## src/rtl/osc_cfg.svh

```systemverilog
`ifndef OSC_CFG_SVH
`define OSC_CFG_SVH
// bus widths
`define ADDR_W 14
`define DATA_W 14
// register addresses
`define ADDR_CFG1 14'h2007
`define ADDR_CFG2 14'h2008
`define ADDR_CTRL 14'h0010
`define ADDR_TRIM 14'h0011
// configuration word fields
`define CFG_ERASED 14'h3fff
`define CFG_PLL_BIT 12
`define CFG_FOSC_HI 1
`define CFG_FOSC_LO 0
`define FOSC_EXT_CLOCK_OUTPUT_PIN 2'h3
`define FOSC_EXT_IO 2'h2
`define FOSC_INT_CLOCK_OUTPUT_PIN 2'h1
`define FOSC_INT_IO 2'h0
// control and tuning fields
`define CTRL_IFS_HI 5
`define CTRL_IFS_LO 4
`define CTRL_LOCK_BIT 3
`define CTRL_STAB_BIT 2
`define IFS_RESET 2'h2
`define TRIM_W 6
`define TRIM_HI 5
`define TRIM_RESET 6'h00
// postscaler masks for divide by 1, 2, 4, 8
`define PS_MASK_DIV1 3'h0
`define PS_MASK_DIV2 3'h1
`define PS_MASK_DIV4 3'h3
`define PS_MASK_DIV8 3'h7
// rates: mclk 50 MHz, high base 16 MHz, mid base 500 kHz
`define MCLK_HZ 64'h0000_0000_02fa_f080
`define HF_HZ 64'h0000_0000_00f4_2400
`define MF_HZ 64'h0000_0000_0007_a120
`define MCLK_PERIOD_NS 32'h0000_0014
`define ACC_W 24
`define TRIM_SHIFT 8
// times in ns: lock 4000, stable 8000, trim step 1000
`define LOCK_TIME_NS 32'h0000_0fa0
`define STABLE_TIME_NS 32'h0000_1f40
`define STEP_TIME_NS 32'h0000_03e8
`define CYC_UP(ns) (((ns) + `MCLK_PERIOD_NS - 32'h0000_0001) / `MCLK_PERIOD_NS)
`define SETTLE_W 10
`define LOCK_CYC 10'(`CYC_UP(`LOCK_TIME_NS))
`define STABLE_CYC 10'(`CYC_UP(`STABLE_TIME_NS))
`define STEP_CYC 6'(`CYC_UP(`STEP_TIME_NS))
`endif

```

## src/rtl/osc_pkg.sv

```systemverilog
package osc_pkg;
`include "osc_cfg.svh"
  // clock source modes
  typedef enum {EXT_CLOCK_OUTPUT_PIN, EXT_IO, INT_CLOCK_OUTPUT_PIN, INT_IO} src_mode_t;
  // three-flop pin synchroniser
  typedef struct packed {
    logic [2:0] ff;
    logic       level;
    logic       rise;
  } sync_state_t;
  // tunable phase oscillator
  typedef struct packed {
    logic [`ACC_W-1:0]  acc;
    logic [`TRIM_W-1:0] trim_eff;
    logic [5:0]         step_cnt;
    logic               tick;
  } osc_state_t;
  // clock control block
  typedef struct packed {
    logic [`DATA_W-1:0]   cfg1;
    logic [`DATA_W-1:0]   cfg2;
    logic [1:0]           ifs;
    logic [`TRIM_W-1:0]   trim;
    logic [`SETTLE_W-1:0] settle;
    logic                 locked;
    logic                 stable;
    logic [2:0]           ps_cnt;
    logic [1:0]           clk_cnt;
    logic                 fosc_tick;
    logic                 clock_input_pin_free;
    logic                 clock_output_pin_free;
    logic                 clock_output_pin_oe;
    logic [`DATA_W-1:0]   rdata;
  } ctl_state_t;
endpackage

```

## src/rtl/pin_sync.sv

```systemverilog
`timescale 1ns/1ps
`include "osc_cfg.svh"
module pin_sync import osc_pkg::*; (
  // clock and reset
  input  wire logic mclk,
  input  wire logic rst,
  // pin and result
  input  wire logic pin,
  output logic      level,
  output logic      rise
);
  sync_state_t st_reg;
  sync_state_t st_next;

  // level moves only when the second and third flops agree
  always_comb begin
    st_next = st_reg;
    st_next.ff = {st_reg.ff[1:0], pin};
    st_next.rise = 1'b0;
    if (st_reg.ff[1] == st_reg.ff[2]) begin
      st_next.level = st_reg.ff[2];
      st_next.rise = st_reg.ff[2] & ~st_reg.level;
    end
    if (rst) begin
      st_next = '0;
    end
  end

  always_ff @(posedge mclk) begin
    st_reg <= st_next;
  end

  assign level = st_reg.level;
  assign rise  = st_reg.rise;
endmodule // pin_sync

```

## src/rtl/trim_osc.sv

```systemverilog
`timescale 1ns/1ps
`include "osc_cfg.svh"
module trim_osc import osc_pkg::*; (
  // clock and resets
  input  wire logic              mclk,
  input  wire logic              rst,
  input  wire logic              por_bor,
  // settings
  input  wire logic              pll_en,
  input  wire logic [`TRIM_W-1:0] trim_target,
  // oscillator output
  output logic                   base_tick,
  output logic                   trim_settled
);
  localparam logic [`ACC_W-1:0] HF_INC = `ACC_W'((`HF_HZ << `ACC_W) / `MCLK_HZ);
  localparam logic [`ACC_W-1:0] MF_INC = `ACC_W'((`MF_HZ << `ACC_W) / `MCLK_HZ);

  osc_state_t         st_reg;
  osc_state_t         st_next;
  logic signed [31:0] base_s;
  logic signed [31:0] trim_s;
  logic signed [31:0] prod;
  logic [`ACC_W:0]    sum;

  // signed offset scales the base step monotonically
  always_comb begin
    base_s  = $signed({8'h00, (pll_en ? HF_INC : MF_INC)});
    trim_s  = 32'(signed'(st_reg.trim_eff));
    prod    = base_s * trim_s;
    sum     = {1'b0, st_reg.acc} + {1'b0, `ACC_W'(base_s + (prod >>> `TRIM_SHIFT))};
    st_next = st_reg;
    st_next.acc  = sum[`ACC_W-1:0];
    st_next.tick = sum[`ACC_W];
    // glide one step at a time; trim_settled flags completion
    if (st_reg.trim_eff != trim_target) begin
      st_next.step_cnt = st_reg.step_cnt + 6'h01;
      if (st_reg.step_cnt == `STEP_CYC - 6'h01) begin
        st_next.step_cnt = 6'h00;
        if ($signed(trim_target) > $signed(st_reg.trim_eff)) begin
          st_next.trim_eff = st_reg.trim_eff + 6'h01;
        end else begin
          st_next.trim_eff = st_reg.trim_eff - 6'h01;
        end
      end
    end
    if (rst || por_bor) begin
      st_next.acc = '0;
      st_next.tick = 1'b0;
      st_next.step_cnt = 6'h00;
    end
    if (por_bor) begin
      st_next.trim_eff = `TRIM_RESET;
    end
  end

  always_ff @(posedge mclk) begin
    st_reg <= st_next;
  end

  assign base_tick    = st_reg.tick;
  assign trim_settled = (st_reg.trim_eff == trim_target);
endmodule // trim_osc

```

## src/rtl/osc_clock_ctrl.sv

```systemverilog
// Added by the designer: strobed register access.
`timescale 1ns/1ps
`include "osc_cfg.svh"
// -----------------------------------------------------------------
// -----------------------------------------------------------------
module osc_clock_ctrl import osc_pkg::*; (
  // clock and resets
  input  wire logic               mclk,
  input  wire logic               rst,
  input  wire logic               por_bor,
  // register port
  input  wire logic [`ADDR_W-1:0] addr,
  input  wire logic [`DATA_W-1:0] wdata,
  input  wire logic               wr_en,
  input  wire logic               rd_en,
  input  wire logic               prog_mode,
  output logic [`DATA_W-1:0]      rdata,
  // clock pins
  input  wire logic               clock_input_pin,
  output logic                    clock_output_pin,
  output logic                    clock_output_pin_oe,
  output logic                    clock_input_pin_gpio_free,
  output logic                    clock_output_pin_gpio_free,
  // system clock and status
  output logic                    fosc_tick,
  output logic                    osc_locked_flag,
  output logic                    osc_stable_flag
);

  // -----------------------------------------------------------------
  // decoding helpers
  // -----------------------------------------------------------------

  // source select field to mode
  function automatic src_mode_t decode_src(input logic [1:0] fosc);
    src_mode_t m;
    m = INT_IO;
    unique case (fosc)
      `FOSC_EXT_CLOCK_OUTPUT_PIN: m = EXT_CLOCK_OUTPUT_PIN;
      `FOSC_EXT_IO:     m = EXT_IO;
      `FOSC_INT_CLOCK_OUTPUT_PIN: m = INT_CLOCK_OUTPUT_PIN;
      `FOSC_INT_IO:     m = INT_IO;
    endcase
    return m;
  endfunction

  // postscaler mask: all ones in the masked bits marks an output tick
  function automatic logic [2:0] postscale_mask(input logic [1:0] ifs);
    logic [2:0] m;
    m = `PS_MASK_DIV1;
    unique case (ifs)
      2'h3: m = `PS_MASK_DIV1;
      2'h2: m = `PS_MASK_DIV2;
      2'h1: m = `PS_MASK_DIV4;
      2'h0: m = `PS_MASK_DIV8;
    endcase
    return m;
  endfunction

  // -----------------------------------------------------------------
  // state and sub-blocks
  // -----------------------------------------------------------------

  ctl_state_t st_reg;
  ctl_state_t st_next;
  src_mode_t  src;
  logic       is_ext;
  logic       has_clock_output_pin;
  logic       pll_base_enable;
  logic       base_tick;
  logic       trim_settled;
  logic       ext_level;
  logic       ext_rise;
  logic       int_tick;
  logic       sys_tick;
  logic [2:0] ps_mask;
  logic [`DATA_W-1:0] rd_value;

  // external clock arrives asynchronously, so it is synchronised first
  pin_sync u_ext_sync (
    .mclk  (mclk),
    .rst   (rst),
    .pin   (clock_input_pin),
    .level (ext_level),
    .rise  (ext_rise)
  );

  // both base rates come from one running oscillator
  trim_osc u_osc (
    .mclk         (mclk),
    .rst          (rst),
    .por_bor      (por_bor),
    .pll_en       (pll_base_enable),
    .trim_target  (st_reg.trim),
    .base_tick    (base_tick),
    .trim_settled (trim_settled)
  );

  // -----------------------------------------------------------------
  // source and pin decode
  // -----------------------------------------------------------------

  // configuration words act as fixed settings outside programming
  always_comb begin
    src             = decode_src(st_reg.cfg1[`CFG_FOSC_HI:`CFG_FOSC_LO]);
    is_ext          = (src == EXT_CLOCK_OUTPUT_PIN) || (src == EXT_IO);
    has_clock_output_pin      = (src == EXT_CLOCK_OUTPUT_PIN) || (src == INT_CLOCK_OUTPUT_PIN);
    pll_base_enable = st_reg.cfg1[`CFG_PLL_BIT];
  end

  // -----------------------------------------------------------------
  // system clock selection
  // -----------------------------------------------------------------

  // postscaler runs free, so a new select needs no restart
  always_comb begin
    ps_mask  = postscale_mask(st_reg.ifs);
    int_tick = base_tick && ((st_reg.ps_cnt & ps_mask) == ps_mask);
    // external mode uses the synchronised pin edge directly
    sys_tick = is_ext ? ext_rise : int_tick;
  end

  // -----------------------------------------------------------------
  // register read decode
  // -----------------------------------------------------------------

  // unimplemented bits are built as zeros, never stored
  always_comb begin
    rd_value = '0;
    if (addr == `ADDR_CTRL) begin
      rd_value[`CTRL_IFS_HI:`CTRL_IFS_LO] = st_reg.ifs;
      rd_value[`CTRL_LOCK_BIT]            = st_reg.locked;
      rd_value[`CTRL_STAB_BIT]            = st_reg.stable;
    end else if (addr == `ADDR_TRIM) begin
      rd_value[`TRIM_HI:0] = st_reg.trim;
    end else if (prog_mode && addr == `ADDR_CFG1) begin
      rd_value = st_reg.cfg1;
    end else if (prog_mode && addr == `ADDR_CFG2) begin
      rd_value = st_reg.cfg2;
    end
  end

  // -----------------------------------------------------------------
  // next state
  // -----------------------------------------------------------------

  always_comb begin
    st_next = st_reg;
    // read data stand for the single cycle after the strobe
    st_next.rdata = rd_en ? rd_value : '0;

    // register writes; only implemented fields are kept
    if (wr_en && addr == `ADDR_CTRL) begin
      st_next.ifs = wdata[`CTRL_IFS_HI:`CTRL_IFS_LO];
    end
    if (wr_en && addr == `ADDR_TRIM) begin
      st_next.trim = wdata[`TRIM_HI:0];
    end
    if (wr_en && prog_mode && addr == `ADDR_CFG1) begin
      st_next.cfg1 = wdata;
    end
    if (wr_en && prog_mode && addr == `ADDR_CFG2) begin
      st_next.cfg2 = wdata;
    end

    // settle timer saturates at the stable point
    if (st_reg.settle != `STABLE_CYC) begin
      st_next.settle = st_reg.settle + `SETTLE_W'(1);
    end
    st_next.locked = (st_next.settle >= `LOCK_CYC);
    // a pending tuning glide costs the finer accuracy
    st_next.stable = (st_next.settle == `STABLE_CYC) && trim_settled;

    // postscaler and clock output divider
    if (base_tick) begin
      st_next.ps_cnt = st_reg.ps_cnt + 3'h1;
    end
    st_next.fosc_tick = sys_tick;
    if (sys_tick) begin
      st_next.clk_cnt = st_reg.clk_cnt + 2'h1;
    end

    // pin ownership follows the fixed source mode
    st_next.clock_input_pin_free  = !is_ext;
    st_next.clock_output_pin_free = !has_clock_output_pin;
    st_next.clock_output_pin_oe   = has_clock_output_pin;

    // any reset
    if (rst || por_bor) begin
      st_next.ifs         = `IFS_RESET;
      st_next.settle      = '0;
      st_next.locked      = 1'b0;
      st_next.stable      = 1'b0;
      st_next.ps_cnt      = 3'h0;
      st_next.clk_cnt     = 2'h0;
      st_next.fosc_tick   = 1'b0;
      st_next.clock_input_pin_free  = 1'b0;
      st_next.clock_output_pin_free = 1'b0;
      st_next.clock_output_pin_oe   = 1'b0;
      st_next.rdata       = '0;
    end
    // tuning and configuration survive an ordinary reset
    if (por_bor) begin
      st_next.trim = `TRIM_RESET;
      st_next.cfg1 = `CFG_ERASED;
      st_next.cfg2 = `CFG_ERASED;
    end
  end

  always_ff @(posedge mclk) begin
    st_reg <= st_next;
  end

  // -----------------------------------------------------------------
  // outputs
  // -----------------------------------------------------------------

  assign rdata            = st_reg.rdata;
  assign clock_output_pin = st_reg.clk_cnt[1];
  assign clock_output_pin_oe        = st_reg.clock_output_pin_oe;
  assign clock_input_pin_gpio_free  = st_reg.clock_input_pin_free;
  assign clock_output_pin_gpio_free = st_reg.clock_output_pin_free;
  assign fosc_tick        = st_reg.fosc_tick;
  assign osc_locked_flag  = st_reg.locked;
  assign osc_stable_flag  = st_reg.stable;
endmodule // osc_clock_ctrl

```

## config.mk

```make
export PLATFORM = sky130hd
export DESIGN_NAME = osc_clock_ctrl
export DESIGN_NICKNAME = d
export VERILOG_FILES = /design/src/rtl/osc_pkg.sv /design/src/rtl/pin_sync.sv /design/src/rtl/trim_osc.sv /design/src/rtl/osc_clock_ctrl.sv
export VERILOG_INCLUDE_DIRS = /design/src /design/src/rtl
export SDC_FILE = /design/constraint.sdc
export NUM_CORES = 1
export LEC_CHECK = 0
export BUFFER_PORTS_ARGS = -buffer_cell sky130_fd_sc_hd__buf_2
export CAP_MARGIN = 20
export CELL_PAD_IN_SITES_DETAIL_PLACEMENT = 1
export CELL_PAD_IN_SITES_GLOBAL_PLACEMENT = 1
export CORE_AREA = 2 2 129 193
export DETAILED_ROUTE_END_ITERATION = 8
export DIE_AREA = 0 0 131 195
export PLACE_DENSITY = 0.76
export SYNTH_ARGS = -nofsm -noshare
export SYNTH_HDL_FRONTEND = slang
export SYNTH_SLANG_ARGS = --single-unit
```

## constraint.sdc

```tcl
create_clock -name mclk -period 20.1 [get_ports mclk]
set_input_delay 1.005 -clock mclk [delete_from_list [all_inputs] [get_ports mclk]]
set_output_delay 1.005 -clock mclk [all_outputs]
set_load 0.05 [all_outputs]
```

==> impl_metrics.yaml, run 1 <==
power:
  p_per_area_nw_per_um2: 56.02
  peakVddDrop_uv: 58.82
  fin_total_pwr_w: 0.0006014
  power_leakage_nw: 5.241
yosys:
  synth.distinct_cells: 85
  synthTopCellsByArea: "dfxtp_1 (23%), ha_1 (18%), fa_1 (9.1%)"
  ys.flop_type: "dfxtp_1"
  synth-seq-cells: 113
  synth-edff-count: 0
  syn_avg_cell_area_um2: 8.731
  synth_area_leader_cell: "dfxtp_1"
  seq_area_frac_synth_pct: 23.49
  netlist_instances: 1103
  yosysTopAreaCellShare_pct: 23.49
  ys_warn_count: 0
  synth.cell_area_um2: 9630
  async_flop_share_pct: 0
layout:
  drive_above_1_share_pct: 10.75
  antenna_cells: 0
  syn2layout_area_growth_pct: 11.47
  largest_reg_flops: 49
  layout.nets: 1355
  num-fill-cells: 2846
  utilization_pct: 45.22
  final_cells: 1472
floorplan:
  num_io_pins: 56
  die-area_um2: 25550
  chipHeight_um: 195
  die_x_um: 131
  initial_utilization_pct: 40.56
  core-area_um2: 23740
  num_rows: 69
timing:
  whs_ns: 0.4561
  finalHoldViolations: 0
  max-slew-margin-rel_pct: 28.59
  setup_violations: 0
  fin_crit_sh_pct: 49.62
  rsz0062_at_grt: "false"
  max_freq_mhz: 100.3
  slew_viol_final: 0
  skew_ns: 0.009495
  worst_pin_slew_ns: 1.070
  period_needed_ns: 9.973
  setup_tns_ns: 0
global_routing:
  grt-ovfl-total: 0
  antenna_found_initial: 0
  grt_use_total_pct: 22.07
  grt_pass1_vias: 8934
  grt_pass1_wl_mm: 44.14
  grt_start_max_net_pins: 43
worst_setup_path:
  worst_path_max_delay_cell: "dfxtp_1"
  r2r-start: "pll_base_enable$_SDFFE_PP1P_"
  cp-startpoint: "pll_base_enable$_SDFFE_PP1P_"
  crit_path_end_kind: "flop"
  crit_type: "flop to flop"
  cp_common_cell: "ha_1"
  path_max_fanout: 24
  slowest_delay_ns: 1.03
  start_kind: "flop"
  required_ns: 20.40
  crit_end: "u_osc.st_reg[36]$_SDFF_PP0_"
  r2r_setup_slack_ns: 10.13
  crit_arrival_ns: 10.27
  reg2regPathDepth: 30
  rr_endpoint: "u_osc.st_reg[36]$_SDFF_PP0_"
clock_tree:
  cts.sinks: 113
  cts.reportedPaths.clkPinSlew_ns: 0.06
  postCtsSetupBuffers: 0
  cts-resized-gates: 0
  clockBufferDepth: 2
  post_cts_hold_buffer_count: 0
  cts_tree: "built"
  clock_latency_ns: 0.44
  cts_made_buffers: 17
  htree_num_levels: 4
  cts_root_buf: "clkbuf_16"
status:
  status: "finished clean"
detailed_routing:
  drt-vias-per-instance: 5.490
  ant_nets: 0
  post_drt_wl_per_cell_um: 18.29
  totalWireLength_mm: 26.92
  drc: 0
  dr.first_iter.drc_count: 255
  drt-pass1-iter-count: 4
  vias: 8082
placed_design:
  place_inst: 1440
  routabilityCongestion: 0.8703
  hpwlAfterDp_mm: 20.93
  io_buffers: 55
hold_path:
  min_path_type: "flop to flop"
run:
  maxCapViolCount: 0
## per-stage QoR
stage / cell area, µm² / setup slack (ns)
global placement: 10130 / 10.65
floorplan: 9646 / 12.36
detailed placement: 10130 / 10.34
finish: 10740 / 10.13
global route: 10740 / 9.571
CTS: 10740 / 10.15
## worst min-delay path by stage
stage,start,slack (ns),cells past startpoint,to
after floorplan,u_ext_sync.st_reg[2]$_SDFF_PP0_,0.41,1,u_ext_sync.st_reg[3]$_SDFF_PP0_
after global placement,u_ext_sync.st_reg[2]$_SDFF_PP0_,0.42,1,u_ext_sync.st_reg[3]$_SDFF_PP0_
after detailed placement,u_ext_sync.st_reg[2]$_SDFF_PP0_,0.45,1,u_ext_sync.st_reg[3]$_SDFF_PP0_
after CTS,u_ext_sync.st_reg[2]$_SDFF_PP0_,0.46,1,u_ext_sync.st_reg[3]$_SDFF_PP0_
after global routing,u_ext_sync.st_reg[2]$_SDFF_PP0_,0.47,1,u_ext_sync.st_reg[3]$_SDFF_PP0_
final,u_ext_sync.st_reg[2]$_SDFF_PP0_,0.46,1,u_ext_sync.st_reg[3]$_SDFF_PP0_
## metal layers
layer | GRT usage [%] | routed length, µm | vias to the layer above
met5 | 0 | 0 | -
met1 | 21.52 | 9845 | 3946
met2 | 42.33 | 15010 | 144
met4 | 12.69 | 1448 | 0
met3 | 3.534 | 612 | 79
li1 | - | - | 3913
## cell families (layout without fill, tap and decap cells)
logic type,Yosys count,count (layout),share of synthesized area (%)
xor+xnor,85,85,7.886
flops,113,113,23.49
buf+inv,109,155,4.950
fa+ha+maj,180,180,26.82
compound gates,213,213,15.88
other cells,2,6,0.07798
simple gates,392,392,19.94
mux,9,9,0.9614
## final cells by class
class	count	area, µm²	area share, %
clock buffers	18	439.2	4.091
clock inverters	14	167.7	1.562
inverters	63	236.5	2.203
multi-input cells	885	6918	64.44
flip-flops and latches	113	2262	21.07
well taps	319	399.1	3.718
repair buffers	60	312.8	2.914
## cells in the final DEF, fill, tap and decap left out, drive strengths merged, types with 4 or more instances in the layout
cell / instances
nor2b: 10
ha: 136
a21o: 23
mux2i: 7
a21oi: 55
buf: 60
nand4: 8
conb: 6
xnor2: 52
o31ai: 4
nand2: 129
o21a: 14
nand3: 29
a222oi: 6
clkinv: 4
nand2b: 11
nor2: 98
fa: 44
o21bai: 9
a31oi: 10
nand3b: 31
a211o: 5
clkbuf: 18
and3: 6
inv: 69
o211ai: 5
o21ai: 36
dfxtp: 113
or2: 7
a211oi: 9
or3: 10
and2: 10
xor2: 33
a22oi: 8
nor3: 20
nor3b: 10
## where the power goes
part           switching (W)  internal [W]
clock               0.000127      0.000189
combinational      0.0000320     0.0000228
sequential        0.00000194      0.000228
## cell usage after synthesis (all sizes together), types with 3 or more instances
cell and n:
a211o 5, a211oi 9, a21o 23, a21oi 55, a222oi 6, a22oi 8, a2bb2oi 3, a31oi 10
a41oi 3, and2 10, and3 6, buf 20, clkbuf 26, dfxtp 113, fa 44, ha 136
inv 62, mux2i 7, nand2 129, nand2b 11, nand3 29, nand3b 31, nand4 8, nor2 98
nor2b 10, nor3 20, nor3b 10, nor4 3, o211ai 5, o21a 14, o21ai 36, o21bai 9
o31ai 4, o41a 3, or2 7, or3 10, xnor2 52, xor2 33
## worst max-delay path, delay by kind of cell, from the launching register on
family | cells | cell delay [ns]
DFF | 1 | 1.03
buffers and inverters | 3 | 0.91
adders and majority gates | 7 | 2.98
and+or+nand+nor | 6 | 1.27
xor gates and xnor gates | 3 | 0.49
AOI/OAI and AO/OA | 11 | 3.12
Power figures use the tool's default switching activity.
==> run 2: changes to the inputs <==
--- a/config.mk
+++ b/config.mk
@@ -13,7 +13,7 @@
 export CORE_AREA = 2 2 129 193
 export DETAILED_ROUTE_END_ITERATION = 8
 export DIE_AREA = 0 0 131 195
-export PLACE_DENSITY = 0.76
+export PLACE_DENSITY = 0.79
 export SYNTH_ARGS = -nofsm -noshare
 export SYNTH_HDL_FRONTEND = slang
 export SYNTH_SLANG_ARGS = --single-unit
==> constraint.sdc (replaced) <==
create_clock -name mclk -period 8.2 [get_ports mclk]
set_input_delay 0.41 -clock mclk [delete_from_list [all_inputs] [get_ports mclk]]
set_output_delay 0.41 -clock mclk [all_outputs]
set_load 0.05 [all_outputs]
==> run 2 against run 1 <==
  * Clock skew grew 0.00064 ns
  * Clock power grew 130%
  * Total power grew 140%
  * Clock-buffer cell count is the same
  * Critical path type unchanged
  * Largest power group unchanged
==> impl_metrics.yaml, run 2 (synthesis gave the netlist of run 1 again) <==
layout:
  final_cell_mix: "ha_1 (135), nand2_1 (129), dfxtp_1 (112)"
  antenna_cells: 0
  seq_area_um2: 2263
  final_common_cell: "ha_1"
  layout.nets: 1381
  drive_above_1_share_pct: 13.40
  largest_reg_flops: 49
  num-fill-cells: 2833
  multi_input_area_um2: 6952
  utilization_pct: 46.01
  syn2layout_area_growth_pct: 13.42
global_routing:
  grt_start_max_net_pins: 43
  grt_pass1_vias: 9084
  grt_use_total_pct: 22.64
  grt_pass1_wl_mm: 45.13
  grt-ovfl-total: 0
  antenna_found_initial: 0
hold_path:
  min_path_type: "primary input to flop"
  whs_path_depth: 2
  hp-start: "clock_input_pin"
  min_to: "u_ext_sync.st_reg[2]$_SDFF_PP0_"
worst_setup_path:
  required_ns: 8.49
  start_kind: "flop"
  slowest_delay_ns: 0.51
  cp-startpoint: "pll_base_enable$_SDFFE_PP1P_"
  r2r_setup_slack_ns: 0.52
  crit_arrival_ns: 7.98
  r2r-start: "pll_base_enable$_SDFFE_PP1P_"
  path_max_fanout: 6
  cp_common_cell: "ha_1"
  rr_endpoint: "u_osc.st_reg[36]$_SDFF_PP0_"
  crit_path_end_kind: "flop"
  crit_type: "flop to flop"
  reg2regPathDepth: 35
  worst_path_max_delay_cell: "fa_1"
detailed_routing:
  dr.first_iter.drc_count: 319
  ant_nets: 0
  drt-vias-per-instance: 5.521
  vias: 8270
  drc: 0
  drt-pass1-iter-count: 4
  post_drt_wl_per_cell_um: 18.53
  totalWireLength_mm: 27.75
placed_design:
  routabilityCongestion: 0.9240
  io_buffers: 55
  hpwlAfterDp_mm: 21.10
clock_tree:
  clockBufferDepth: 2
  htree_num_levels: 4
  cts_root_buf: "clkbuf_16"
  cts.sinks: 113
  cts.reportedPaths.clkPinSlew_ns: 0.06
  cts_made_buffers: 17
  cts_tree: "built"
  clock_latency_ns: 0.44
power:
  peakVddDrop_uv: 138.3
  power_leakage_nw: 5.359
  p_per_area_nw_per_um2: 130.5
floorplan:
  num_rows: 69
  chipHeight_um: 195
  core-area_um2: 23740
  num_io_pins: 56
  initial_utilization_pct: 40.56
  die-area_um2: 25550
  die_x_um: 131
timing:
  fin_crit_sh_pct: 93.67
  rsz0062_at_grt: "false"
  slew_viol_final: 0
  max-slew-margin-rel_pct: 33.09
  skew_ns: 0.01013
  setup_violations: 0
  max_freq_mhz: 130.2
  period_needed_ns: 7.681
  worst_pin_slew_ns: 1.000
  finalHoldViolations: 0
  setup_tns_ns: 0
run:
  maxCapViolCount: 0
status:
  status: "finished clean"
-- run 2: cell count changes in the layout (fill, tap and decap cells not counted), sizes merged --
cell      change
buf          +26
clkinv        +3
inv           -3
bufinv        -1
clkinvlp      +1
-- run 2: metrics by stage --
step	std cells	power (W)	cell area, µm²	hold WS (ns)	setup slack [ns]
after detailed placement	1465	0.0007095	10310	0.4318	0.2422
after CTS	1497	0.001435	10870	0.1757	0.02870
after floorplan	1107	0.0006707	9646	0.4138	0.4638
after global placement	1465	0.0007054	10310	0.4250	0.4954
final	1498	0.001425	10920	0.1835	0.5193
after global routing	1498	0.001477	10920	0.1932	0.01056
-- run 2: how the worst max path moves through the flow --
| stage | depth (start not counted) | to | slack [ns] |
|---|---|---|---|
| 3_5_place_dp | 32 | u_osc.st_reg[36]$_SDFF_PP0_ | 0.24 |
| 5_1_grt | 35 | u_osc.st_reg[36]$_SDFF_PP0_ | 0.01 |
| 2_1_floorplan | 31 | u_osc.st_reg[36]$_SDFF_PP0_ | 0.46 |
| 3_3_place_gp | 30 | u_osc.st_reg[36]$_SDFF_PP0_ | 0.50 |
| 4_1_cts | 32 | u_osc.st_reg[36]$_SDFF_PP0_ | 0.03 |
| 6_report | 35 | u_osc.st_reg[36]$_SDFF_PP0_ | 0.52 |
-- run 2: worst max-delay path: cells and delay by family, from the launching register on --
kind	cells	cell delay [ns]
flops	1	0.36
buf+inv	6	0.72
xor+xnor	3	0.45
compound gates	13	2.83
fa+ha+maj	7	2.58
simple gates	6	0.63
-- run 2: final cells by class --
| cell class | instances | share of cell area [%] |
|---|---|---|
| clock inverters | 14 | 1.203 |
| multi-input cells | 885 | 63.64 |
| inverters | 63 | 2.165 |
| flip-flops and latches | 113 | 20.72 |
| clock buffers | 18 | 3.929 |
| repair buffers | 86 | 4.685 |
| well taps | 319 | 3.654 |
-- run 2: repair_timing --
item	CTS	global route
gates resized for setup	0	11
hold buffers	0	0
endpoints found under the setup margin	0	7
buffers inserted	0	1
-- run 2: layer usage --
layer	track usage (%)	part of all wire, %
met5	0	0
met4	14.26	6.3
met3	3.726	2.4
met2	41.97	53
met1	22.75	38
-- run 2: where the power goes --
part           switching, W  internal, W  total [W]
sequential       0.00000411     0.000559   0.000563
clock              0.000305     0.000420   0.000725
combinational     0.0000799    0.0000579   0.000138
total              0.000389      0.00104    0.00143
==> run 3: changes to the inputs <==
--- a/config.mk
+++ b/config.mk
@@ -14,6 +14,7 @@
 export DETAILED_ROUTE_END_ITERATION = 8
 export DIE_AREA = 0 0 131 195
 export PLACE_DENSITY = 0.79
+export RECOVER_POWER = 25
 export SYNTH_ARGS = -nofsm -noshare
 export SYNTH_HDL_FRONTEND = slang
 export SYNTH_SLANG_ARGS = --single-unit
==> constraint.sdc (replaced) <==
create_clock -name mclk -period 8.2 [get_ports mclk]
set_input_delay 0.41 -clock mclk [delete_from_list [all_inputs] [get_ports mclk]]
set_output_delay 0.41 -clock mclk [all_outputs]
set_load 0.02 [all_outputs]
==> run 3 against run 2 <==
  * The run now ends with capacitance limit, slew limit left
  * Register-to-register slack about the same
  * Worst setup slack worse by 0.0019 ns
  * Clock skew decreased by 0.0011 ns
==> impl_metrics.yaml, run 3 (synthesis gave the netlist of run 1 again) <==
clock_tree:
  post_cts_hold_buffer_count: 0
  clockBufferDepth: 2
  htree_num_levels: 4
  clock_latency_ns: 0.44
  cts.sinks: 113
  cts_made_buffers: 17
  cts.reportedPaths.clkPinSlew_ns: 0.06
  cts_tree: "built"
  cts_root_buf: "clkbuf_16"
detailed_routing:
  drc: 0
  vias: 8275
  drt-vias-per-instance: 5.524
  post_drt_wl_per_cell_um: 18.51
  ant_nets: 0
  dr.first_iter.drc_count: 288
  totalWireLength_mm: 27.72
  drt-pass1-iter-count: 4
layout:
  final_cells: 1498
  largest_reg_flops: 49
  layout.nets: 1381
  final_common_cell: "ha_1"
  drive_above_1_share_pct: 11.45
  syn2layout_area_growth_pct: 13.10
  antenna_cells: 0
  final_cell_mix: "ha_1 (135), nand2_1 (129), dfxtp_1 (112)"
  final_cell_area_um2: 10890
timing:
  setup_tns_ns: 0
  skew_ns: 0.009042
  setup_violations: 0
  finalHoldViolations: 0
  fin_ws_ns: 0.5174
  whs_ns: 0.1813
  worst_pin_slew_ns: 1.628
  max-slew-margin-rel_pct: -8.535
  rsz0062_at_grt: "false"
  slew_viol_final: 43
  period_needed_ns: 7.683
  max_freq_mhz: 130.2
  fin_crit_sh_pct: 93.69
floorplan:
  num_io_pins: 56
  num_rows: 69
  core-area_um2: 23740
  die-area_um2: 25550
  initial_utilization_pct: 40.56
  chipHeight_um: 195
  die_x_um: 131
placed_design:
  io_buffers: 55
  routabilityCongestion: 0.9240
  place_inst: 1465
  place_area_um2: 10310
  pre_cts_slack_ns: 0.2422
  hpwlAfterDp_mm: 21.10
power:
  p_per_area_nw_per_um2: 130.8
  peakVddDrop_uv: 138.9
  power_leakage_nw: 5.260
global_routing:
  antenna_found_initial: 0
  grt_pass1_vias: 9084
  grt-ovfl-total: 0
  grt_pass1_wl_mm: 45.13
  grt_start_max_net_pins: 43
  grt_use_total_pct: 22.64
worst_setup_path:
  path_buf_inv: 7
  crit_path_end_kind: "flop"
  slowest_delay_ns: 0.51
  path_max_fanout: 6
  crit_type: "flop to flop"
  required_ns: 8.54
  cp_common_cell: "ha_1"
  critical-path-top-delay-family: "compound AO/OA/AOI/OAI gates"
  crit_arrival_ns: 8.03
  start_kind: "flop"
  worst_path_max_delay_cell: "fa_1"
run:
  maxCapViolCount: 1
status:
  status: "complete, but fails checks"
  violations: "capacitance limit, slew limit"
hold_path:
  min_path_type: "primary input to flop"
## run 3: changes by cell type in the layout (fill, tap and decap cells not counted)
cell      change
buf_4         -1
clkbuf_1     +23
buf_2        -22
## run 3: final cells by class
cell class / instances / area [µm²]
fill: 2841 / 12850
inverter: 63 / 236.5
tap: 319 / 399.1
sequential: 113 / 2263
clock inverter: 14 / 131.4
multi-input combinational: 885 / 6952
timing repair buffer: 86 / 480.5
clock buffer: 18 / 429.2
## run 3: routing by layer
metal | vias to the layer above | share of wire [%] | GRT usage (%) | routed length (µm)
met1 | 4064 | 38 | 22.75 | 10440
met2 | 161 | 54 | 41.97 | 14840
met4 | 0 | 6.3 | 14.26 | 1745
li1 | 3966 | - | - | -
met3 | 84 | 2.5 | 3.726 | 692
met5 | - | 0 | 0 | 0
## run 3: worst reg2reg max path: cells and delay by family (launching register included)
family          cells  cell delay, ns
compound gates     12            2.99
fa+ha+maj           7            2.58
buf+inv             7            0.87
simple gates        5            0.61
flops               1            0.36
mux                 1            0.19
## run 3: power by group
group	internal [W]	total (W)	leakage, nW	switching [W]
logic	0.0000576	0.000137	4.07	0.0000792
clock network	0.000419	0.000725	0.269	0.000305
registers	0.000559	0.000563	0.916	0.00000412
## run 3: what timing repair did
item                                    CTS  global route
buffers inserted                          0             1
endpoints found under the setup margin    0             7
hold endpoints to repair                  0             0
resized for setup                         0            11
## run 3: final timing paths
path         depth (start not counted)  slack, ns                               to                            start
max                                 32       0.52       u_osc.base_tick$_SDFF_PP0_     pll_base_enable$_SDFFE_PP1P_
min                                  2       0.18  u_ext_sync.st_reg[2]$_SDFF_PP0_                  clock_input_pin
max reg2reg                         32       0.52       u_osc.base_tick$_SDFF_PP0_     pll_base_enable$_SDFFE_PP1P_
min reg2reg                          1       0.45  u_ext_sync.st_reg[3]$_SDFF_PP0_  u_ext_sync.st_reg[2]$_SDFF_PP0_
## run 3: per-stage QoR
| stage | util, % | power, W |
|---|---|---|
| floorplan | - | 0.0006701 |
| global placement | 43.43 | 0.0007048 |
| detailed placement | 43.43 | 0.0007089 |
| CTS | 45.79 | 0.001435 |
| global route | 45.88 | 0.001476 |
| finish | 45.88 | 0.001425 |
